`src/frtc_consts.vh`:
```
/*
 * shared constants of the free-running timer with capture:
 * register byte addresses, field positions, reset values, clock choices.
 * assumes inclusion by the capture and top design files of the timer, once per file.
 */
`ifndef FRTC_CONSTS_VH
`define FRTC_CONSTS_VH

// ------------------------------------------------------------
// register byte addresses, one aligned word each
// ------------------------------------------------------------
`define FRTC_OFF_CTRL1    8'h00
`define FRTC_OFF_CTRL2    8'h04
`define FRTC_OFF_FLAGS    8'h08
`define FRTC_OFF_CNT_HI   8'h0c
`define FRTC_OFF_CNT_LO   8'h10
`define FRTC_OFF_ACNT_HI  8'h14
`define FRTC_OFF_ACNT_LO  8'h18
`define FRTC_OFF_CAP1_HI  8'h1c
`define FRTC_OFF_CAP1_LO  8'h20
`define FRTC_OFF_CAP2_HI  8'h24
`define FRTC_OFF_CAP2_LO  8'h28

// ------------------------------------------------------------
// control register one fields
// ------------------------------------------------------------
`define FRTC_C1_CAP_IE    7
`define FRTC_C1_CAP1_EDGE 6
`define FRTC_C1_OVF_IE    5
`define FRTC_C1_MASK      8'he0

// ------------------------------------------------------------
// control register two fields
// ------------------------------------------------------------
`define FRTC_C2_PWM       5
`define FRTC_C2_OPM       4
`define FRTC_C2_CAP2_EDGE 3
`define FRTC_C2_EXT_EDGE  2
`define FRTC_C2_CLK_HI    1
`define FRTC_C2_CLK_LO    0
`define FRTC_C2_MASK      8'h3f

// ------------------------------------------------------------
// flags register fields
// ------------------------------------------------------------
`define FRTC_F_OVF        0
`define FRTC_F_CAP1       1
`define FRTC_F_CAP2       2

// ------------------------------------------------------------
// timer clock select encodings and reset values
// ------------------------------------------------------------
`define FRTC_CLK_DIV4     2'b00
`define FRTC_CLK_DIV2     2'b01
`define FRTC_CLK_DIV8     2'b10
`define FRTC_CLK_EXT      2'b11
`define FRTC_CNT_RESET    16'hfffc
`define FRTC_CNT_TOP      16'hffff
`define FRTC_CTRL_RESET   8'h00

`endif

```
`src/frtc_dummy_never.v`:
```
/*
 * holds no logic; the timer lives in its three other design files.
 */

```
`src/frtc_sync.v`:
```
/*
 * two flip-flop synchroniser for one pin level.
 * assumes the input is asynchronous to i_clk; only o_q may be read.
 */
`timescale 1ns/1ns
module frtc_sync (
    input wire i_clk,
    input wire i_rst_n,
    input wire i_d,
    output wire o_q
);
    reg meta_q;
    reg sync_q;

    // two stages, first stage read only by second
    always @(posedge i_clk) begin
        if (!i_rst_n) begin
            meta_q <= 1'b0;
            sync_q <= 1'b0;
        end else begin
            meta_q <= i_d;
            sync_q <= meta_q;
        end
    end

    assign o_q = sync_q;
endmodule

```
`src/frtc_capture.v`:
```
/*
 * one input capture channel: edge detect, capture value, flag with
 * two-step clear, and inhibit after a high-byte read.
 * assumes i_pin already synchronised to i_clk.
 */
`timescale 1ns/1ns
`include "frtc_consts.vh"
module frtc_capture (
    input wire i_clk,
    input wire i_rst_n,
    input wire i_pin,
    input wire i_edge_sel,
    input wire i_usable,
    input wire [15:0] i_count,
    input wire i_hi_read,
    input wire i_lo_read,
    input wire i_lo_access,
    input wire i_status_seen,
    output wire o_flag,
    output wire [15:0] o_value
);
    reg pin_prev_q;
    reg flag_q;
    reg arm_q;
    reg inhibit_q;
    reg [15:0] value_q;
    wire edge_hit;
    wire cap_evt;
    wire flag_clr;

    assign edge_hit = i_edge_sel ? (i_pin & ~pin_prev_q)
                                 : (~i_pin & pin_prev_q);
    assign cap_evt = edge_hit & i_usable & ~inhibit_q;
    assign flag_clr = arm_q & i_lo_access;

    // edge history, capture value, flag, arm and inhibit
    always @(posedge i_clk) begin
        if (!i_rst_n) begin
            pin_prev_q <= 1'b0;
            flag_q <= 1'b0;
            arm_q <= 1'b0;
            inhibit_q <= 1'b0;
            value_q <= 16'h0000;
        end else begin
            pin_prev_q <= i_pin;
            if (cap_evt) begin
                value_q <= i_count;
            end
            flag_q <= cap_evt | (flag_q & ~flag_clr); // set wins
            if (flag_clr) begin
                arm_q <= 1'b0;
            end else if (i_status_seen) begin
                arm_q <= 1'b1;
            end
            if (i_hi_read) begin
                inhibit_q <= 1'b1;
            end else if (i_lo_read) begin
                inhibit_q <= 1'b0;
            end
        end
    end

    assign o_flag = flag_q;
    assign o_value = value_q;
endmodule

```
`src/frtc_top.v`:
```
/*
 * free-running 16-bit timer with prescaler or external clock,
 * overflow flag and two input capture channels, behind an apb slave.
 * assumes a single clock, cpu interrupt mask and halt from same domain,
 * and the external clock and capture pins asynchronous.
 */
// Decided for this implementation: the register offsets and the APB slave port.
// Function
// - 16-bit free-running up-counter from prescaler or external clock.
// - counter loads fffc on reset and on any low count byte write.
// - internal clock repeats every 131072, 262144 or 524288 cycles.
// - two views of counter; alternate low read keeps overflow flag.
// - high read buffers low byte, frozen until low byte read.
// - after a completed sequence, lone low read returns live low byte.
// - overflow flag sets when counter wraps ffff to 0000.
// - overflow irq when flag, enable and mask clear; else pending.
// - overflow clears after status read then primary low access.
// - counter keeps running unchanged in wait state.
// - halt freezes counter; interrupt wake resumes, reset restarts.
// - both clock select bits set picks the external clock.
// - an edge select bit picks the active external clock edge.
// - external clock advances are synchronised to the cpu clock.
// - capture edge latches count into channel register, sets flag.
// - each channel has its own capture edge select bit.
// - one capture irq enable covers both channels, pending otherwise.
// - capture flag clears after status read then low capture access.
// - high capture read blocks captures and flag until low read.
// - in one-pulse or pwm mode only channel two captures.
// - capture pins always feed the timer, output driven too.
`timescale 1ns/1ns
`include "frtc_consts.vh"
module frtc_top (
    input wire i_clk,
    input wire i_rst_n,
    input wire i_psel,
    input wire i_penable,
    input wire i_pwrite,
    input wire [7:0] i_paddr,
    input wire [31:0] i_pwdata,
    output reg [31:0] o_prdata,
    output wire o_pready,
    output wire o_pslverr,
    input wire i_ext_clock_pin,
    input wire i_capture1_pin,
    input wire i_capture2_pin,
    input wire i_irq_mask,
    input wire i_halt,
    output wire o_overflow_irq,
    output wire o_capture_irq
);
    // ------------------------------------------------------------
    // declarations
    // ------------------------------------------------------------
    reg [7:0] ctrl1_q;
    reg [7:0] ctrl2_q;
    reg [15:0] count_q;
    reg [2:0] presc_q;
    reg ext_prev_q;
    reg overflow_flag_q;
    reg ovf_arm_q;
    reg [7:0] lo_buf_q;
    reg lo_lock_q;
    reg addr_ok;
    reg [31:0] rd_mux;
    reg int_tick;
    wire ext_sync;
    wire cap1_sync;
    wire cap2_sync;
    wire bus_setup;
    wire bus_access;
    wire wr_ok;
    wire rd_ok;
    wire acc_ok;
    wire hit_cnt_hi;
    wire hit_cnt_lo;
    wire hit_acnt_hi;
    wire hit_acnt_lo;
    wire hit_cap1_hi;
    wire hit_cap1_lo;
    wire hit_cap2_hi;
    wire hit_cap2_lo;
    wire hit_flags;
    wire [1:0] timer_clock_select;
    wire ext_clock_edge_select;
    wire overflow_irq_enable;
    wire capture_irq_enable;
    wire one_pulse_mode;
    wire pwm_mode;
    wire ext_edge;
    wire tick;
    wire count_reload;
    wire ovf_set;
    wire ovf_clr;
    wire cap1_flag;
    wire cap2_flag;
    wire [15:0] cap1_value;
    wire [15:0] cap2_value;
    wire cap1_usable;

    // ------------------------------------------------------------
    // apb decode
    // ------------------------------------------------------------
    // phases and address hits
    assign bus_setup = i_psel & ~i_penable;
    assign bus_access = i_psel & i_penable;
    assign hit_flags = (i_paddr == `FRTC_OFF_FLAGS);
    assign hit_cnt_hi = (i_paddr == `FRTC_OFF_CNT_HI);
    assign hit_cnt_lo = (i_paddr == `FRTC_OFF_CNT_LO);
    assign hit_acnt_hi = (i_paddr == `FRTC_OFF_ACNT_HI);
    assign hit_acnt_lo = (i_paddr == `FRTC_OFF_ACNT_LO);
    assign hit_cap1_hi = (i_paddr == `FRTC_OFF_CAP1_HI);
    assign hit_cap1_lo = (i_paddr == `FRTC_OFF_CAP1_LO);
    assign hit_cap2_hi = (i_paddr == `FRTC_OFF_CAP2_HI);
    assign hit_cap2_lo = (i_paddr == `FRTC_OFF_CAP2_LO);

    // mapped address check
    always @* begin
        case (i_paddr)
            `FRTC_OFF_CTRL1,
            `FRTC_OFF_CTRL2,
            `FRTC_OFF_FLAGS,
            `FRTC_OFF_CNT_HI,
            `FRTC_OFF_CNT_LO,
            `FRTC_OFF_ACNT_HI,
            `FRTC_OFF_ACNT_LO,
            `FRTC_OFF_CAP1_HI,
            `FRTC_OFF_CAP1_LO,
            `FRTC_OFF_CAP2_HI,
            `FRTC_OFF_CAP2_LO: addr_ok = 1'b1;
            default: addr_ok = 1'b0;
        endcase
    end

    // zero wait states; unmapped access answers with an error
    assign o_pready = 1'b1;
    assign o_pslverr = bus_access & ~addr_ok;
    assign acc_ok = bus_access & addr_ok;
    assign wr_ok = acc_ok & i_pwrite;
    assign rd_ok = acc_ok & ~i_pwrite;

    // ------------------------------------------------------------
    // control registers
    // ------------------------------------------------------------
    // control writes take effect at the access edge
    always @(posedge i_clk) begin
        if (!i_rst_n) begin
            ctrl1_q <= `FRTC_CTRL_RESET;
            ctrl2_q <= `FRTC_CTRL_RESET;
        end else if (wr_ok) begin
            if (i_paddr == `FRTC_OFF_CTRL1) begin
                ctrl1_q <= i_pwdata[7:0] & `FRTC_C1_MASK;
            end
            if (i_paddr == `FRTC_OFF_CTRL2) begin
                ctrl2_q <= i_pwdata[7:0] & `FRTC_C2_MASK;
            end
        end
    end

    // named control fields
    assign timer_clock_select = ctrl2_q[`FRTC_C2_CLK_HI:`FRTC_C2_CLK_LO];
    assign ext_clock_edge_select = ctrl2_q[`FRTC_C2_EXT_EDGE];
    assign one_pulse_mode = ctrl2_q[`FRTC_C2_OPM];
    assign pwm_mode = ctrl2_q[`FRTC_C2_PWM];
    assign overflow_irq_enable = ctrl1_q[`FRTC_C1_OVF_IE];
    assign capture_irq_enable = ctrl1_q[`FRTC_C1_CAP_IE];

    // ------------------------------------------------------------
    // pin synchronisers
    // ------------------------------------------------------------
    // external clock into cpu domain
    frtc_sync u_sync_ext (
        .i_clk(i_clk),
        .i_rst_n(i_rst_n),
        .i_d(i_ext_clock_pin),
        .o_q(ext_sync)
    );

    frtc_sync u_sync_cap1 (
        .i_clk(i_clk),
        .i_rst_n(i_rst_n),
        .i_d(i_capture1_pin),
        .o_q(cap1_sync)
    );

    frtc_sync u_sync_cap2 (
        .i_clk(i_clk),
        .i_rst_n(i_rst_n),
        .i_d(i_capture2_pin),
        .o_q(cap2_sync)
    );

    // ------------------------------------------------------------
    // timer clock
    // ------------------------------------------------------------
    // divide by 2, 4 or 8
    always @* begin
        case (timer_clock_select)
            `FRTC_CLK_DIV2: int_tick = presc_q[0];
            `FRTC_CLK_DIV4: int_tick = &presc_q[1:0];
            `FRTC_CLK_DIV8: int_tick = &presc_q;
            default: int_tick = 1'b0;
        endcase
    end

    assign ext_edge = ext_clock_edge_select ? (ext_sync & ~ext_prev_q)
                                            : (~ext_sync & ext_prev_q);

    assign tick = ~i_halt & ((timer_clock_select == `FRTC_CLK_EXT) ?
                             ext_edge : int_tick);

    // prescaler frozen in halt, external edge history always updated
    always @(posedge i_clk) begin
        if (!i_rst_n) begin
            presc_q <= 3'h0;
            ext_prev_q <= 1'b0;
        end else begin
            ext_prev_q <= ext_sync;
            if (!i_halt) begin
                presc_q <= presc_q + 3'h1;
            end
        end
    end

    // ------------------------------------------------------------
    // counter and overflow
    // ------------------------------------------------------------
    // low count byte writes reload
    assign count_reload = wr_ok & (hit_cnt_lo | hit_acnt_lo);

    // wait state has no effect here
    always @(posedge i_clk) begin
        if (!i_rst_n) begin
            count_q <= `FRTC_CNT_RESET;
        end else if (count_reload) begin
            count_q <= `FRTC_CNT_RESET;
        end else if (tick) begin
            count_q <= count_q + 16'h0001;
        end
    end

    assign ovf_set = tick & ~count_reload & (count_q == `FRTC_CNT_TOP);
    assign ovf_clr = ovf_arm_q & acc_ok & hit_cnt_lo;

    // overflow flag with set over clear, arm from status read
    always @(posedge i_clk) begin
        if (!i_rst_n) begin
            overflow_flag_q <= 1'b0;
            ovf_arm_q <= 1'b0;
        end else begin
            overflow_flag_q <= ovf_set | (overflow_flag_q & ~ovf_clr);
            if (ovf_clr) begin
                ovf_arm_q <= 1'b0;
            end else if (rd_ok & hit_flags & o_prdata[`FRTC_F_OVF]) begin
                ovf_arm_q <= 1'b1;
            end
        end
    end

    // ------------------------------------------------------------
    // buffered 16-bit count read
    // ------------------------------------------------------------
    // high read setup freezes low byte with it
    always @(posedge i_clk) begin
        if (!i_rst_n) begin
            lo_buf_q <= 8'h00;
            lo_lock_q <= 1'b0;
        end else if (bus_setup & ~i_pwrite & ~lo_lock_q &
                     (hit_cnt_hi | hit_acnt_hi)) begin
            lo_buf_q <= count_q[7:0];
            lo_lock_q <= 1'b1;
        end else if (rd_ok & (hit_cnt_lo | hit_acnt_lo)) begin
            lo_lock_q <= 1'b0;
        end
    end

    // ------------------------------------------------------------
    // capture channels
    // ------------------------------------------------------------
    // channel one off in pulse modes
    assign cap1_usable = ~(one_pulse_mode | pwm_mode);

    frtc_capture u_cap1 (
        .i_clk(i_clk),
        .i_rst_n(i_rst_n),
        .i_pin(cap1_sync),
        .i_edge_sel(ctrl1_q[`FRTC_C1_CAP1_EDGE]),
        .i_usable(cap1_usable),
        .i_count(count_q),
        .i_hi_read(rd_ok & hit_cap1_hi),
        .i_lo_read(rd_ok & hit_cap1_lo),
        .i_lo_access(acc_ok & hit_cap1_lo),
        .i_status_seen(rd_ok & hit_flags & o_prdata[`FRTC_F_CAP1]),
        .o_flag(cap1_flag),
        .o_value(cap1_value)
    );

    frtc_capture u_cap2 (
        .i_clk(i_clk),
        .i_rst_n(i_rst_n),
        .i_pin(cap2_sync),
        .i_edge_sel(ctrl2_q[`FRTC_C2_CAP2_EDGE]),
        .i_usable(1'b1),
        .i_count(count_q),
        .i_hi_read(rd_ok & hit_cap2_hi),
        .i_lo_read(rd_ok & hit_cap2_lo),
        .i_lo_access(acc_ok & hit_cap2_lo),
        .i_status_seen(rd_ok & hit_flags & o_prdata[`FRTC_F_CAP2]),
        .o_flag(cap2_flag),
        .o_value(cap2_value)
    );

    // ------------------------------------------------------------
    // interrupts
    // ------------------------------------------------------------
    // overflow request, pending while masked
    assign o_overflow_irq = overflow_flag_q & overflow_irq_enable &
                            ~i_irq_mask;
    assign o_capture_irq = (cap1_flag | cap2_flag) & capture_irq_enable &
                           ~i_irq_mask;

    // ------------------------------------------------------------
    // read data
    // ------------------------------------------------------------
    // read mux, unmapped reads zero
    always @* begin
        rd_mux = 32'h00000000;
        case (i_paddr)
            `FRTC_OFF_CTRL1: rd_mux[7:0] = ctrl1_q;
            `FRTC_OFF_CTRL2: rd_mux[7:0] = ctrl2_q;
            `FRTC_OFF_FLAGS: begin
                rd_mux[`FRTC_F_OVF] = overflow_flag_q;
                rd_mux[`FRTC_F_CAP1] = cap1_flag;
                rd_mux[`FRTC_F_CAP2] = cap2_flag;
            end
            `FRTC_OFF_CNT_HI: rd_mux[7:0] = count_q[15:8];
            `FRTC_OFF_ACNT_HI: rd_mux[7:0] = count_q[15:8];
            `FRTC_OFF_CNT_LO: rd_mux[7:0] = lo_lock_q ? lo_buf_q :
                                            count_q[7:0];
            `FRTC_OFF_ACNT_LO: rd_mux[7:0] = lo_lock_q ? lo_buf_q :
                                             count_q[7:0];
            `FRTC_OFF_CAP1_HI: rd_mux[7:0] = cap1_value[15:8];
            `FRTC_OFF_CAP1_LO: rd_mux[7:0] = cap1_value[7:0];
            `FRTC_OFF_CAP2_HI: rd_mux[7:0] = cap2_value[15:8];
            `FRTC_OFF_CAP2_LO: rd_mux[7:0] = cap2_value[7:0];
            default: rd_mux = 32'h00000000;
        endcase
    end

    // read data registered in the setup cycle, held through access
    always @(posedge i_clk) begin
        if (!i_rst_n) begin
            o_prdata <= 32'h00000000;
        end else if (bus_setup & ~i_pwrite) begin
            o_prdata <= rd_mux;
        end
    end
endmodule

```
`config.mk`:
```
export PLATFORM = sky130hd
export DESIGN_NAME = frtc_top
export DESIGN_NICKNAME = d
export VERILOG_FILES = /design/src/frtc_dummy_never.v /design/src/frtc_sync.v /design/src/frtc_capture.v /design/src/frtc_top.v
export VERILOG_INCLUDE_DIRS = /design/src
export SDC_FILE = /design/constraint.sdc
export NUM_CORES = 1
export LEC_CHECK = 0
export BUFFER_PORTS_ARGS = -buffer_cell sky130_fd_sc_hd__buf_2
export CAP_MARGIN = 20
export CORE_MARGIN = 8
export CORE_UTILIZATION = 55
export CTS_CLUSTER_DIAMETER = 30
export DETAILED_ROUTE_END_ITERATION = 7
export PLACE_DENSITY = 0.78
export SLEW_MARGIN = 15
export SYNTH_ARGS = -nofsm -noshare
export SYNTH_HDL_FRONTEND = slang
export SYNTH_HIERARCHICAL = 1
export SYNTH_SLANG_ARGS = --single-unit
export TNS_END_PERCENT = 100
```
`constraint.sdc`:
```
create_clock -name i_clk -period 5.1 [get_ports i_clk]
set_clock_uncertainty 0.2 [all_clocks]
set_input_delay 0.51 -clock i_clk [delete_from_list [all_inputs] [get_ports i_clk]]
set_output_delay 0.51 -clock i_clk [all_outputs]
set_load 0.05 [all_outputs]
```
==> flow_metrics.py <==
metrics = {
    "run_status": {
        "status": "finished clean",
    },
    "global_route": {
        "grt_usage": 0.192,
        "gr-total-overflow": 0,
        "grt_first_pass_wirelength_um": 19800,
        "grt_max_degree": 77,
        "antenna_found_initial": 0,
        "grt_pass1_vias": 3937,
    },
    "critical_path": {
        "max_stage_delay_ns": 0.81,
        "cpLargestDelayFamily": "simple AND/OR/NAND/NOR gates",
        "path_class": "input pin to primary output",
        "crit_top_cell": "buf_2",
        "slowest_stage": "nor4_4",
        "arrival_ns": 1.97,
        "start_kind": "input pin",
        "crit_chain": "buf_2 -> nor4_4 -> a21boi_0 -> buf_2",
        "end_kind": "primary output",
        "crit_buf_inv": 2,
        "reg2reg_slack_ns": 2.79,
        "worstPathMaxFanout": 16,
        "required_ns": 4.39,
    },
    "detailed_routing": {
        "route.detailed.drc": 0,
        "ant_nets": 0,
        "vias_per_cell": 5.94,
        "top_layer_used": "met4",
        "first_pass_iters": 5,
        "wl_met1_um": 5520,
        "wl_met3_um": 831,
        "dr_total_vias": 4209,
        "drt_iter0_drc": 303,
        "wl_met2_um": 5620,
        "wl_um": 12400,
        "post_drt_wl_per_cell_um": 17.5,
    },
    "run": {
        "cap_violations": 0,
    },
    "yosys": {
        "synthAdderAreaFrac": 0.00749,
        "async_flop_share": 0,
        "syn-cell-area_um2": 5010,
        "synth_largest_area_cell": "dfxtp_1",
        "ys_ff_latch": 94,
        "yosysMostFrequentCell": "nand2_1",
        "ys_types": 63,
        "synthMuxAreaShare": 0.116,
        "synth_edf_count": 0,
        "synth_top_family_by_area": "simple AND/OR/NAND/NOR gates",
        "synth-simple-area-share": 0.268,
        "synth_compound_area_frac": 0.128,
        "syn_area_per_cell_um2": 8.64,
        "synthDominantCellAreaShare": 0.375,
        "synth_cells": 580,
        "synthXorXnorAreaFrac": 0.0297,
        "synth-main-ff-cell": "dfxtp_1",
        "synth_common_cells": "121 x nand2_1, 94 x dfxtp_1, 49 x mux2i_1",
        "yosysSeqAreaShare": 0.375,
        "yosysWarnings": 6,
        "yosys-top-cells-area": "dfxtp_1 38%, mux2i_1 9.8%, nand2_1 9.1%",
    },
    "sta": {
        "period_share": 0.525,
        "rsz0062_at_grt": "no",
        "tightest_slew_ns": 0.906,
        "holdWs_ns": 0.134,
        "postLayoutSetupSlackWorst_ns": 2.42,
        "slew_headroom": 0.391,
        "hold_viol_final": 0,
        "setup_viol": 0,
        "finalCriticalPeriod_ns": 2.68,
        "finalSetupTns_ns": 0,
        "finalMaxSlewViolations": 0,
        "max_clock_freq_ghz": 0.374,
    },
    "clock_network": {
        "htreeDepth": 3,
        "ctsRootBufferMaster": "clkbuf_8",
        "cts_buffers": 9,
        "cts.sinks": 94,
        "cts_tree": "done",
        "cts_resized": 0,
        "ctsHoldBuffers": 0,
        "clk_pin_slew_ns": 0.09,
        "clk_path_buf_depth": 2,
        "postCtsSetupRepairBufs": 0,
        "clock_latency_ns": 0.37,
    },
    "placement": {
        "gp_congestion": 0.926,
        "placed_area_um2": 5070,
        "post-dp-hpwl_um": 8890,
        "port_buffers": 36,
        "pre_cts_ws_ns": 2.18,
    },
    "pwr": {
        "power_leakage_nw": 1.99,
        "vdd_drop_max_mv": 0.120,
        "p_per_area_nw_per_um2": 256,
    },
    "finish": {
        "seqCellArea_um2": 1880,
        "layout.nets": 647,
        "insertedDiodeCount": 0,
        "drive_above_1_share": 0.122,
        "multi_input_area_um2": 2850,
        "final_core_util": 0.580,
        "final_area_um2": 5230,
        "syn2layout_area_growth_pct": 4.39,
        "fillers": 789,
    },
    "die": {
        "ioPinCount": 86,
        "core_area_um2": 9020,
        "die-width_um": 111,
        "dieArea_um2": 12400,
        "die_y_um": 111,
        "initial_utilization": 0.556,
        "rows": 35,
    },
    "worst_hold_path": {
        "hold_class": "input pin to register",
    },
}
worst register-to-register path, cell delays in order (launching register included):
cell and delay (ns):
dfxtp_1 0.34, ha_1 0.22, ha_1 0.17, mux2_2 0.28, o211ai_1 0.55, nor3_1 0.15, xnor2_1 0.19, nand2_1 0.07
final timing paths:
kind	to	startpoint	cells past startpoint
max reg2reg	count_q[10]$_SDFFE_PP1P_	presc_q[0]$_SDFFE_PN0N_	7
min	u_sync_ext/meta_q$_SDFF_PN0_	i_ext_clock_pin	2
min reg2reg	u_sync_cap2/o_q$_SDFF_PN0_	u_sync_cap2/meta_q$_SDFF_PN0_	1
max	o_pslverr	i_paddr[1]	4
layout by cell type, fill, tap and decap left out, types with 3 or more instances in the layout:
cell type	instances
nand2_1	121
dfxtp_1	94
mux2i_1	49
buf_2	36
conb_1	26
nor2_1	22
and2_1	22
o21ai_0	20
nor2b_1	19
xnor2_1	15
a21boi_0	11
nor3_1	11
a21oi_1	9
nand4_1	9
clkbuf_8	9
a32oi_1	8
mux2_2	8
nand3_1	7
nor3b_1	6
a31oi_1	5
o21a_1	5
inv_1	4
or3_1	4
nand2b_1	4
nor4_1	4
a211oi_1	4
nor4b_1	4
clkinv_2	4
nand4b_1	3
a22o_1	3
ha_1	3
cells by family (layout without fill, tap and decap cells):
group	after synthesis	after routing
AO/OA/AOI/OAI	86	86
buffers and inverters	62	56
multiplexers	57	57
flip-flops	94	94
other	2	26
XOR/XNOR	17	17
AND/OR/NAND/NOR	259	259
adder cells (fa/ha/maj)	3	3
power by group:
| group | leakage, nW | internal, W | switching [W] |
|---|---|---|---|
| registers | 0.761 | 0.000745 | 0.00000674 |
| clock network | 0.0894 | 0.000175 | 0.000267 |
| logic | 1.14 | 0.0000358 | 0.000109 |
per-layer routing:
layer  vias up  GRT usage
met1      1992      0.242
met4         0      0.111
met5         -          0
met3        42     0.0441
met2       174      0.294
li1       2001          -
metrics by stage:
| stage | instances | total power [W] |
|---|---|---|
| after global routing | 709 | 0.00138 |
| after CTS | 709 | 0.00134 |
| after floorplan | 604 | 0.000895 |
| after global placement | 694 | 0.000906 |
| after detailed placement | 694 | 0.000910 |
| final | 709 | 0.00134 |
sequential cells by signal, summed over array words and instances (netlist names), 3 cells and up:
register	flops
lo_buf_q	8
u_cap1/o_value	16
ctrl1_q	3
o_prdata	8
count_q	16
u_cap2/o_value	16
ctrl2_q	6
presc_q	3
cell type report:
class / count / share of cell area
multi-input combinational: 448 / 0.544
clock buffer: 9 / 0.0237
inverter: 4 / 0.00287
timing repair buffer: 37 / 0.0359
tap: 111 / 0.0265
clock inverter: 6 / 0.00717
sequential: 94 / 0.360
No activity file was read; power rests on OpenSTA's default activity.
